[config.mk]
export PLATFORM = sky130hd
export DESIGN_NAME = fgt_bank
export DESIGN_NICKNAME = d
export VERILOG_FILES = /design/src/core/fgt_pkg.sv /design/src/core/fgt_trim_sel.sv /design/src/core/fgt_bank.sv
export SDC_FILE = /design/constraint.sdc
export NUM_CORES = 1
export LEC_CHECK = 0
export ABC_CLOCK_PERIOD_IN_PS = 5750
export BUFFER_PORTS_ARGS = -buffer_cell sky130_fd_sc_hd__buf_2
export CELL_PAD_IN_SITES_DETAIL_PLACEMENT = 1
export CELL_PAD_IN_SITES_GLOBAL_PLACEMENT = 2
export CORE_MARGIN = 5
export CORE_UTILIZATION = 32
export CTS_BUF_LIST = sky130_fd_sc_hd__clkbuf_8 sky130_fd_sc_hd__clkbuf_16
export CTS_CLUSTER_SIZE = 16
export DETAILED_ROUTE_END_ITERATION = 6
export PLACE_DENSITY_LB_ADDON = 0.12
export SYNTH_ARGS = -nofsm -noshare
export SYNTH_HDL_FRONTEND = slang
export SYNTH_SLANG_ARGS = --single-unit
[constraint.sdc]
create_clock -name clk_sys_in -period 5.75 [get_ports clk_sys_in]
set_input_delay 0 -clock clk_sys_in [delete_from_list [all_inputs] [get_ports clk_sys_in]]
set_output_delay 0 -clock clk_sys_in [all_outputs]
set_load 0.02 [all_outputs]
[src/core/fgt_pkg.sv]
// Purpose: constants for the converter fine gain trim bank
// Assumes: byte registers on an Avalon-MM slave, one 32-bit word each
// Notes:   printed offsets are register indices; byte address is index * 4
package fgt_pkg;
    localparam int          FGT_NUM_REGS   = 8;
    localparam int          FGT_ADDR_W     = 12;
    localparam int          FGT_TRIM_W     = 5;
    localparam int          FGT_REG_W      = 8;
    localparam int          FGT_TRIM_LSB   = 0;
    localparam int          FGT_TRIM_MSB   = 4;
    // register indices
    localparam logic [11:0] FGT_IDX_CONV0  = 12'h0360;
    localparam logic [11:0] FGT_IDX_CONV1  = 12'h0361;
    localparam logic [11:0] FGT_IDX_CONV2A = 12'h0362;
    localparam logic [11:0] FGT_IDX_CONV2B = 12'h0363;
    localparam logic [11:0] FGT_IDX_CONV3A = 12'h0364;
    localparam logic [11:0] FGT_IDX_CONV3B = 12'h0365;
    localparam logic [11:0] FGT_IDX_CONV4  = 12'h0366;
    localparam logic [11:0] FGT_IDX_CONV5  = 12'h0367;
    localparam logic [7:0]  FGT_REG_RESET  = 8'h00;
    localparam logic [31:0] FGT_UNMAPPED   = 32'h0000_0000;

    typedef enum logic [1:0] {
        FGT_IDLE,
        FGT_ANSWER
    } fgt_state_t;
endpackage : fgt_pkg

[src/core/fgt_trim_sel.sv]
// Purpose: pick the active trim of a two-input converter core
// Assumes: input select comes from logic on the same clock
// Notes:   output registered, follows select one cycle later
module fgt_trim_sel
    import fgt_pkg::*;
(
    input  wire logic                  clk_sys_in,
    input  wire logic                  rstn_in,
    input  wire logic                  second_sel_in,
    input  wire logic [FGT_TRIM_W-1:0] first_trim_in,
    input  wire logic [FGT_TRIM_W-1:0] second_trim_in,
    output logic      [FGT_TRIM_W-1:0] trim_out
);
    typedef struct packed {
        logic [FGT_TRIM_W-1:0] trim;
    } fgt_sel_state_t;

    fgt_sel_state_t s_q;
    fgt_sel_state_t s_d;

    always_comb begin
        s_d = s_q;
        s_d.trim = second_sel_in ? second_trim_in : first_trim_in;
    end

    always_ff @(posedge clk_sys_in or negedge rstn_in) begin
        if (!rstn_in) begin
            s_q <= '0;
        end else begin
            s_q <= s_d;
        end
    end

    assign trim_out = s_q.trim;

    // RQ3 selected code applied
    property p_sel_follow;
        @(posedge clk_sys_in) disable iff (!rstn_in)
        ##1 $past(rstn_in) |-> trim_out == ($past(second_sel_in) ? $past(second_trim_in) : $past(first_trim_in));
    endproperty
    a_sel_follow: assert property (p_sel_follow) else $error("active trim does not follow input select"); // RQ3
endmodule : fgt_trim_sel

[src/core/fgt_bank.sv]
// Purpose: fine gain trim register bank for six converter cores
// Assumes: Avalon-MM slave, word addressed by byte address, fuse word valid at load
// Notes:   fuse defaults are loaded by a pulse after reset; reset itself gives zero
//
// Summary of operation
// RQ1 - cores zero, one: trim at 0x360, 0x361
// RQ2 - cores four, five: trim at 0x366, 0x367
// RQ3 - core two: trim chosen by sampled input
// RQ4 - core three: trim chosen by sampled input
// RQ5 - software keeps upper three bits zero
// RQ6 - defaults load from fuse memory
// RQ7 - trims driven continuously, effective after write
module fgt_bank
    import fgt_pkg::*;
(
    input  wire logic                              clk_sys_in,
    input  wire logic                              rstn_in,
    input  wire logic [FGT_ADDR_W+1:0]             avs_address_in,
    input  wire logic                              avs_read_in,
    input  wire logic                              avs_write_in,
    input  wire logic [31:0]                       avs_writedata_in,
    input  wire logic [3:0]                        avs_byteenable_in,
    output logic      [31:0]                       avs_readdata_out,
    output logic                                   avs_waitrequest_out,
    input  wire logic                              fuse_load_in,
    input  wire logic [FGT_NUM_REGS*FGT_REG_W-1:0] fuse_data_in,
    input  wire logic                              conv2_second_sel_in,
    input  wire logic                              conv3_second_sel_in,
    output logic      [FGT_TRIM_W-1:0]             conv0_trim_out,
    output logic      [FGT_TRIM_W-1:0]             conv1_trim_out,
    output logic      [FGT_TRIM_W-1:0]             conv2_trim_out,
    output logic      [FGT_TRIM_W-1:0]             conv3_trim_out,
    output logic      [FGT_TRIM_W-1:0]             conv4_trim_out,
    output logic      [FGT_TRIM_W-1:0]             conv5_trim_out
);
    typedef struct packed {
        fgt_state_t                           st;
        logic [FGT_NUM_REGS-1:0][FGT_REG_W-1:0] regs;
        logic [31:0]                          rdata;
        logic                                 waitreq;
    } fgt_bank_state_t;

    fgt_bank_state_t s_q;
    fgt_bank_state_t s_d;

    logic [FGT_ADDR_W-1:0] idx;
    logic                  hit;
    logic [2:0]            sel;

    ////////////////////////////////////////////////////////////////////
    // address decode
    // RQ1 RQ2 index decode
    assign idx = avs_address_in[FGT_ADDR_W+1:2];
    assign hit = (idx >= FGT_IDX_CONV0) && (idx <= FGT_IDX_CONV5);
    assign sel = 3'(idx - FGT_IDX_CONV0);

    ////////////////////////////////////////////////////////////////////
    // register file and bus answer
    always_comb begin
        s_d = s_q;
        s_d.waitreq = 1'b1;
        unique case (s_q.st)
            FGT_IDLE: begin
                if (avs_read_in || avs_write_in) begin
                    s_d.st      = FGT_ANSWER;
                    s_d.waitreq = 1'b0;
                    s_d.rdata   = FGT_UNMAPPED;
                    if (hit && avs_read_in) begin
                        s_d.rdata = {24'h00_0000, s_q.regs[sel]};
                    end
                end
            end
            FGT_ANSWER: begin
                s_d.st = FGT_IDLE;
                // RQ5 upper bits stored
                // RQ7 write lands on completion edge
                if (hit && avs_write_in && avs_byteenable_in[0]) begin
                    s_d.regs[sel] = avs_writedata_in[FGT_REG_W-1:0];
                end
            end
        endcase
        // RQ6 fuse defaults load
        if (fuse_load_in) begin
            s_d.regs = fuse_data_in;
        end
    end

    always_ff @(posedge clk_sys_in or negedge rstn_in) begin
        if (!rstn_in) begin
            s_q.st     <= FGT_IDLE;
            s_q.regs   <= {FGT_NUM_REGS{FGT_REG_RESET}};
            s_q.rdata  <= '0;
            s_q.waitreq <= 1'b1;
        end else begin
            s_q <= s_d;
        end
    end

    assign avs_waitrequest_out = s_q.waitreq;
    assign avs_readdata_out    = s_q.rdata;

    ////////////////////////////////////////////////////////////////////
    // trim outputs
    // RQ1 RQ2 RQ7 continuous drive
    assign conv0_trim_out = s_q.regs[0][FGT_TRIM_MSB:FGT_TRIM_LSB];
    assign conv1_trim_out = s_q.regs[1][FGT_TRIM_MSB:FGT_TRIM_LSB];
    assign conv4_trim_out = s_q.regs[6][FGT_TRIM_MSB:FGT_TRIM_LSB];
    assign conv5_trim_out = s_q.regs[7][FGT_TRIM_MSB:FGT_TRIM_LSB];

    // RQ3 core two select
    fgt_trim_sel u_sel2 (
        .clk_sys_in     (clk_sys_in),
        .rstn_in        (rstn_in),
        .second_sel_in  (conv2_second_sel_in),
        .first_trim_in  (s_q.regs[2][FGT_TRIM_MSB:FGT_TRIM_LSB]),
        .second_trim_in (s_q.regs[3][FGT_TRIM_MSB:FGT_TRIM_LSB]),
        .trim_out       (conv2_trim_out)
    );

    // RQ4 core three select
    fgt_trim_sel u_sel3 (
        .clk_sys_in     (clk_sys_in),
        .rstn_in        (rstn_in),
        .second_sel_in  (conv3_second_sel_in),
        .first_trim_in  (s_q.regs[4][FGT_TRIM_MSB:FGT_TRIM_LSB]),
        .second_trim_in (s_q.regs[5][FGT_TRIM_MSB:FGT_TRIM_LSB]),
        .trim_out       (conv3_trim_out)
    );

    ////////////////////////////////////////////////////////////////////
    // checks
    property p_write_conv0;
        @(posedge clk_sys_in) disable iff (!rstn_in)
        (s_q.st == FGT_ANSWER && avs_write_in && avs_byteenable_in[0] && idx == FGT_IDX_CONV0 && !fuse_load_in)
        |=> conv0_trim_out == $past(avs_writedata_in[4:0]);
    endproperty
    a_write_conv0: assert property (p_write_conv0) else $error("conv0 trim not updated by write"); // RQ1

    property p_write_conv5;
        @(posedge clk_sys_in) disable iff (!rstn_in)
        (s_q.st == FGT_ANSWER && avs_write_in && avs_byteenable_in[0] && idx == FGT_IDX_CONV5 && !fuse_load_in)
        |=> conv5_trim_out == $past(avs_writedata_in[4:0]);
    endproperty
    a_write_conv5: assert property (p_write_conv5) else $error("conv5 trim not updated by write"); // RQ2

    property p_fuse_load;
        @(posedge clk_sys_in) disable iff (!rstn_in)
        fuse_load_in |=> s_q.regs == $past(fuse_data_in);
    endproperty
    a_fuse_load: assert property (p_fuse_load) else $error("fuse defaults not loaded"); // RQ6

    property p_answer;
        @(posedge clk_sys_in) disable iff (!rstn_in)
        (s_q.st == FGT_IDLE && (avs_read_in || avs_write_in)) |=> !avs_waitrequest_out ##1 avs_waitrequest_out;
    endproperty
    a_answer: assert property (p_answer) else $error("bus answer not one cycle after request"); // RQ7

    property p_readback;
        @(posedge clk_sys_in) disable iff (!rstn_in)
        (s_q.st == FGT_IDLE && avs_read_in && hit) |=> avs_readdata_out[31:8] == 24'h00_0000;
    endproperty
    a_readback: assert property (p_readback) else $error("upper read bits not zero"); // RQ5

    // RQ1 core one write
    property p_write_conv1;
        @(posedge clk_sys_in) disable iff (!rstn_in)
        (s_q.st == FGT_ANSWER && avs_write_in && avs_byteenable_in[0] && idx == FGT_IDX_CONV1 && !fuse_load_in)
        |=> conv1_trim_out == $past(avs_writedata_in[4:0]);
    endproperty
    a_write_conv1: assert property (p_write_conv1) else $error("conv1 trim not updated by write"); // RQ1

    // RQ2 core four write
    property p_write_conv4;
        @(posedge clk_sys_in) disable iff (!rstn_in)
        (s_q.st == FGT_ANSWER && avs_write_in && avs_byteenable_in[0] && idx == FGT_IDX_CONV4 && !fuse_load_in)
        |=> conv4_trim_out == $past(avs_writedata_in[4:0]);
    endproperty
    a_write_conv4: assert property (p_write_conv4) else $error("conv4 trim not updated by write"); // RQ2

    // RQ3 RQ4 every register stores its write
    for (genvar g = 0; g < FGT_NUM_REGS; g++) begin : g_write_chk
        property p_write_reg;
            @(posedge clk_sys_in) disable iff (!rstn_in)
            (s_q.st == FGT_ANSWER && avs_write_in && avs_byteenable_in[0] && hit && sel == 3'(g) && !fuse_load_in)
            |=> s_q.regs[g] == $past(avs_writedata_in[FGT_REG_W-1:0]);
        endproperty
        a_write_reg: assert property (p_write_reg) else $error("addressed register did not store write"); // RQ3
    end

    // RQ7 trims hold between writes
    property p_trim_hold;
        @(posedge clk_sys_in) disable iff (!rstn_in)
        !(s_q.st == FGT_ANSWER && avs_write_in && avs_byteenable_in[0] && hit) && !fuse_load_in
        |=> $stable(s_q.regs);
    endproperty
    a_trim_hold: assert property (p_trim_hold) else $error("trim changed without a write"); // RQ7

    // RQ1 unmapped read zero
    property p_read_unmapped;
        @(posedge clk_sys_in) disable iff (!rstn_in)
        (s_q.st == FGT_IDLE && avs_read_in && !hit) |=> avs_readdata_out == FGT_UNMAPPED;
    endproperty
    a_read_unmapped: assert property (p_read_unmapped) else $error("unmapped read not zero"); // RQ1

    // RQ2 read returns stored byte
    property p_read_hit;
        @(posedge clk_sys_in) disable iff (!rstn_in)
        (s_q.st == FGT_IDLE && avs_read_in && hit) |=> avs_readdata_out[7:0] == $past(s_q.regs[sel]);
    endproperty
    a_read_hit: assert property (p_read_hit) else $error("read data not the stored byte"); // RQ2

    // RQ7 no answer while idle
    property p_wait_idle;
        @(posedge clk_sys_in) disable iff (!rstn_in)
        (s_q.st == FGT_IDLE) |-> avs_waitrequest_out;
    endproperty
    a_wait_idle: assert property (p_wait_idle) else $error("waitrequest low while idle"); // RQ7

    // RQ6 fuse byte reaches core zero
    property p_fuse_conv0;
        @(posedge clk_sys_in) disable iff (!rstn_in)
        fuse_load_in |=> conv0_trim_out == $past(fuse_data_in[4:0]);
    endproperty
    a_fuse_conv0: assert property (p_fuse_conv0) else $error("fuse default missing on conv0"); // RQ6

    // RQ6 fuse byte reaches core five
    property p_fuse_conv5;
        @(posedge clk_sys_in) disable iff (!rstn_in)
        fuse_load_in |=> conv5_trim_out == $past(fuse_data_in[60:56]);
    endproperty
    a_fuse_conv5: assert property (p_fuse_conv5) else $error("fuse default missing on conv5"); // RQ6
endmodule : fgt_bank

* Yosys cells after proc, flatten, opt, wreduce, memory -nomap -nowiden
Index checks and enable logic that the tools add are counted.
Word-level totals: input bits 121, register bits 85, word-level logic and storage cells 46
Operators by class: magnitude comparators 4, reductions and logical operators 11, add/subtract/negate cells 1, equal/unequal tests 2, mux-type cells 15
Operators with widths (number):
- 64-bit two-way mux | 3
- 64-bit bitwise mux | 1
- 8-bit binary-select mux with 3-bit select | 1
- 8-bit demux with 3-bit select | 1
- 8-bit two-way mux | 3
- 12-bit by 10-bit greater-or-equal comparator with 1-bit output, second input constant | 1
- 12-bit by 10-bit less-or-equal comparator with 1-bit output, second input constant | 1
- 5-bit two-way mux | 2
- 1-bit logical AND | 5
- 3-bit by 4-bit < comparator with 1-bit output, second input constant | 1
- 2-bit one-hot mux with 2 select lines | 1
- 2-bit AND reduction | 2
- 2-bit nonzero test | 2
- 3-bit by 1-bit greater-or-equal comparator with 1-bit output, second input constant | 1
- 3-bit by 1-bit subtractor with 3-bit output, second input constant | 1
- 2-bit by 1-bit equality test with 1-bit output, second input constant | 1
- 2-bit logical NOT | 1
- 1-bit two-way mux | 2
- 2-bit two-way mux | 1
- 2-bit inequality test, second input constant | 1
- 1-bit logical OR | 1

* Depth between registers and ports, before layout
depth in word-level cells 9, gate-level depth with buffers 7

* Cells and area by module
From an unflattened synthesis, not the netlist that was laid out.
Second synthesis, totals: cell total of the unflattened synthesis 455, area total of the unflattened synthesis 4828.4 um^2
Modules (own cells, without submodules):
- fgt_bank | times used 1, area each 4465.5 um^2, seq. area each 1853.0 um^2, cells each 435
- fgt_trim_sel | times used 2, area each 181.4 um^2, seq. area each 125.1 um^2, cells each 10

* Worst setup path before layout
OpenSTA, ideal clock, no wires.
kind reg2reg, start point register s_q[97] (netlist bit), end point register s_q[40] (netlist bit), data arrival time 1814 ps, slack 3800 ps, buffers on the path 1, stages on the path, launching flop included 6, path through dfrtp_1 -> clkbuf_1 -> or4bb_1 -> nor4_4 -> mux2i_1 -> o21ai_0
Between the ends: word-level cells in the longest chain between the ends 3
RTL lines:
- start: declaration | RTL line fgt_bank.sv:43 | fgt_bank_state_t s_q;
- 2-bit by 1-bit equality test with 1-bit output | RTL line fgt_bank.sv:62 | unique case (s_q.st)
- 2-bit nonzero test (no line)
- 2-bit AND reduction (no line)
No other way between the ends. A chain may end at the register's enable or synchronous reset.

* Worst setup path after layout
start point register s_q[97] (netlist bit), end point register s_q (netlist bit avs_readdata_out[4])
Between the ends: word-level cells in the longest chain between the ends 2
RTL lines (RTL line):
- 2-bit logical NOT | fgt_bank.sv:62
- 2-bit AND reduction (no line)
No other way between the ends.

==> impl_metrics.json <==
{
  "grt_use_total_pct": 18.9,
  "cpMaxStageDelayCell": "nor3_1",
  "cp_slowest_stage_delay_ns": 0.77,
  "cts_htree_levels": 3,
  "worstPathMaxFanout": 9,
  "root_buffer": "clkbuf_16",
  "async_flop_share_pct": 100,
  "layout-drive-gt1-share_pct": 27.4,
  "postRouteAntennaNets": 0,
  "die_h_um": 135,
  "rr_startpoint": "s_q[97]$_DFFE_PN0P_",
  "clk_path_buf_depth": 2,
  "antenna_found_initial": 0,
  "setup_ws_ns": 3.52,
  "crit_type": "reg -> reg",
  "critPathRequiredTime_ns": 6.02,
  "r2r-end": "avs_readdata_out[4]$_DFFE_PN0P_",
  "grt_pass1_wl_mm": 26.4,
  "dp_cells": 777,
  "ir_worst_vdd_mv": 0.143,
  "drc_errors": 0,
  "timing.hold.ws_ns": 0.0159,
  "ys_top_cells_by_area": "dfrtp_1 (42%), mux2i_1 (13%), buf_4 (7.8%)",
  "detail_route.wl_per_cell_um": 19.6,
  "cts.repair.resized": 0,
  "coreArea_um2": 15300,
  "clock_latency_ns": 0.35,
  "yosysSeqAreaShare_pct": 42.1,
  "hold_end": "u_sel3.trim_out[3]$_DFF_PN0_",
  "clk_pin_slew_worst_paths_ns": 0.06,
  "synth_area_um2": 5000,
  "skew_ns": 0.00650,
  "grt_pass1_vias": 4635,
  "synth-edff-count": 0,
  "start_kind": "flop",
  "ys_types": 44,
  "slew_viol_final": 0,
  "end_kind": "flop",
  "rrSetupSlack_ns": 3.52,
  "yosysMostFrequentCell": "dfrtp_1",
  "gp_congestion": 0.778,
  "relSlewSlack_pct": 25.0,
  "dp_hpwl_mm": 11.8,
  "drv_cap": 0,
  "grt_overflow": 0,
  "dp_slack_ns": 3.31,
  "die_w_um": 135,
  "netlist_instances": 501,
  "cts_sinks": 84,
  "stdcell_count": 858,
  "min_period_ns": 2.23,
  "leakage_nw": 2.82,
  "min_path_type": "in -> reg",
  "cts_tree": "built",
  "crit_family": "simple AND/OR/NAND/NOR gates",
  "via_per_inst": 4.91,
  "start_util_pct": 32.7,
  "yosys-top-cells-count": "dfrtp_1 (83), nand2_1 (80), mux2i_1 (63), buf_4 (52), o21ai_1 (39)",
  "hold_path.startpoint": "conv3_second_sel_in",
  "hold_depth": 2,
  "rsz0062_at_grt": "no",
  "r2r_cells": 4,
  "area_delta_synth_final_pct": 28.0,
  "dieArea_um2": 18200,
  "cts_made_buffers": 9,
  "path_cells": "or4bb_1, nor3_1, o21ai_0, o21ai_0",
  "antennaDiodeCount": 0,
  "io_buffer_count": 130,
  "ios": 184,
  "tightest_slew_ns": 1.12,
  "rows": 45,
  "yosys_warnings": 0,
  "synth_ff_type": "dfrtp_1",
  "setup_violations": 0,
  "fin_crit_sh_pct": 38.8,
  "final_nets": 764,
  "path_common_cell": "o21ai_0",
  "drt_iter0_drc": 114,
  "synth_top_area_cell": "dfrtp_1",
  "power_density_nw_per_um2": 240,
  "vias": 4209,
  "cp.arrival_ns": 2.50,
  "firstDrtPassIters": 4,
  "crit_buf_inv": 0,
  "fmax_ghz": 0.448,
  "synth_top_area_share_pct": 41.6,
  "status": "complete, no violations",
  "drt-total-wl_mm": 16.8,
  "ys_ff_latch": 84,
  "fin_tns_setup_ns": 0,
  "syn_area_per_cell_um2": 9.97,
  "grt_max_degree": 74,
  "finalHoldViolations": 0
}
## registers in the layout (all words and copies together) (netlist names)
register,cells
avs_readdata_out,8
avs_waitrequest_out,1
conv0_trim_out,5
conv1_trim_out,5
conv4_trim_out,5
conv5_trim_out,5
s_q,45
u_sel2.trim_out,5
u_sel3.trim_out,5
## worst max path at each step
stage                   startpoint                               to  cells past startpoint
6_report       s_q[97]$_DFFE_PN0P_  avs_readdata_out[4]$_DFFE_PN0P_                      4
2_1_floorplan  s_q[97]$_DFFE_PN0P_              s_q[40]$_DFFE_PN0P_                      5
3_5_place_dp     avs_address_in[4]              s_q[63]$_DFFE_PN0P_                      6
4_1_cts        s_q[97]$_DFFE_PN0P_    conv5_trim_out[2]$_DFFE_PN0P_                      4
3_3_place_gp     avs_address_in[4]              s_q[63]$_DFFE_PN0P_                      6
5_1_grt        s_q[97]$_DFFE_PN0P_  avs_readdata_out[3]$_DFFE_PN0P_                      4
## cell usage in the layout, fill, tap and decap left out, types with 2 or more instances in the layout
master / instances
nor3_1: 3
nand3_1: 9
or3_1: 3
nor2b_1: 3
clkbuf_16: 9
or4_1: 8
clkbuf_8: 2
a31oi_1: 2
nand4bb_1: 2
dfrtp_1: 83
mux2i_1: 63
conb_1: 24
nor4_4: 7
a2bb2oi_1: 3
o311ai_0: 9
or4bb_1: 3
nand4b_1: 3
a21oi_1: 6
a32o_1: 2
dlygate4sd3_1: 66
nor3b_1: 4
clkinv_2: 2
mux2_2: 17
inv_1: 7
a211oi_1: 4
o22a_1: 3
o21ai_1: 39
nand3b_1: 3
nand2_1: 80
a22o_1: 3
o21ai_0: 25
nand4_1: 3
buf_2: 128
mux4_2: 4
buf_4: 5
## cell type report
cell class	instances	area, µm²
clock buffer	11	253
sequential	84	2100
clock inverter	4	17.5
multi-input combinational	344	2400
timing repair buffer	199	1340
inverter	5	18.8
fill	1731	8860
tap	211	264
## through the flow
step / instance area, µm² / utilization [%] / total power, mW
2_1_floorplan: 5080 / - / 0.872
3_3_place_gp: 5460 / 35.8 / 0.958
3_5_place_dp: 5460 / 35.8 / 0.963
4_1_cts: 6390 / 41.9 / 1.55
5_1_grt: 6390 / 41.9 / 1.61
6_report: 6390 / 41.9 / 1.53
## worst register-to-register path, stage by stage, from the launching register on
cell	delay (ns)
dfrtp_1	0.47
or4bb_1	0.51
nor3_1	0.77
o21ai_0	0.21
o21ai_0	0.20
## cell families after synthesis
family,Yosys count,share of synthesized area (%)
other,1,0.0751
AOI/OAI and AO/OA,100,12.0
buffers and inverters,96,11.6
DFF,84,42.1
muxes,84,18.3
and+or+nand+nor,136,16.0
## per-layer routing
| metal | global-route usage [%] | vias up | share of wire [%] |
|---|---|---|---|
| li1 | - | 1995 | - |
| met1 | 24.9 | 2086 | 46 |
| met2 | 31.5 | 107 | 48 |
| met3 | 3.61 | 21 | 4.0 |
| met4 | 6.10 | 0 | 2.0 |
| met5 | 0 | - | 0 |
## what timing repair did
item,in CTS,in global routing
hold buffers,66,0
setup endpoints to repair,0,0
endpoints found under the hold margin,97,0
setup buffers,0,0
## where the power goes
part	leakage, nW	switching, mW	internal (mW)
Clock	0.144	0.238	0.309
Combinational	1.64	0.173	0.131
Sequential	1.04	0.0381	0.641
(Power assumes the default switching activity.)
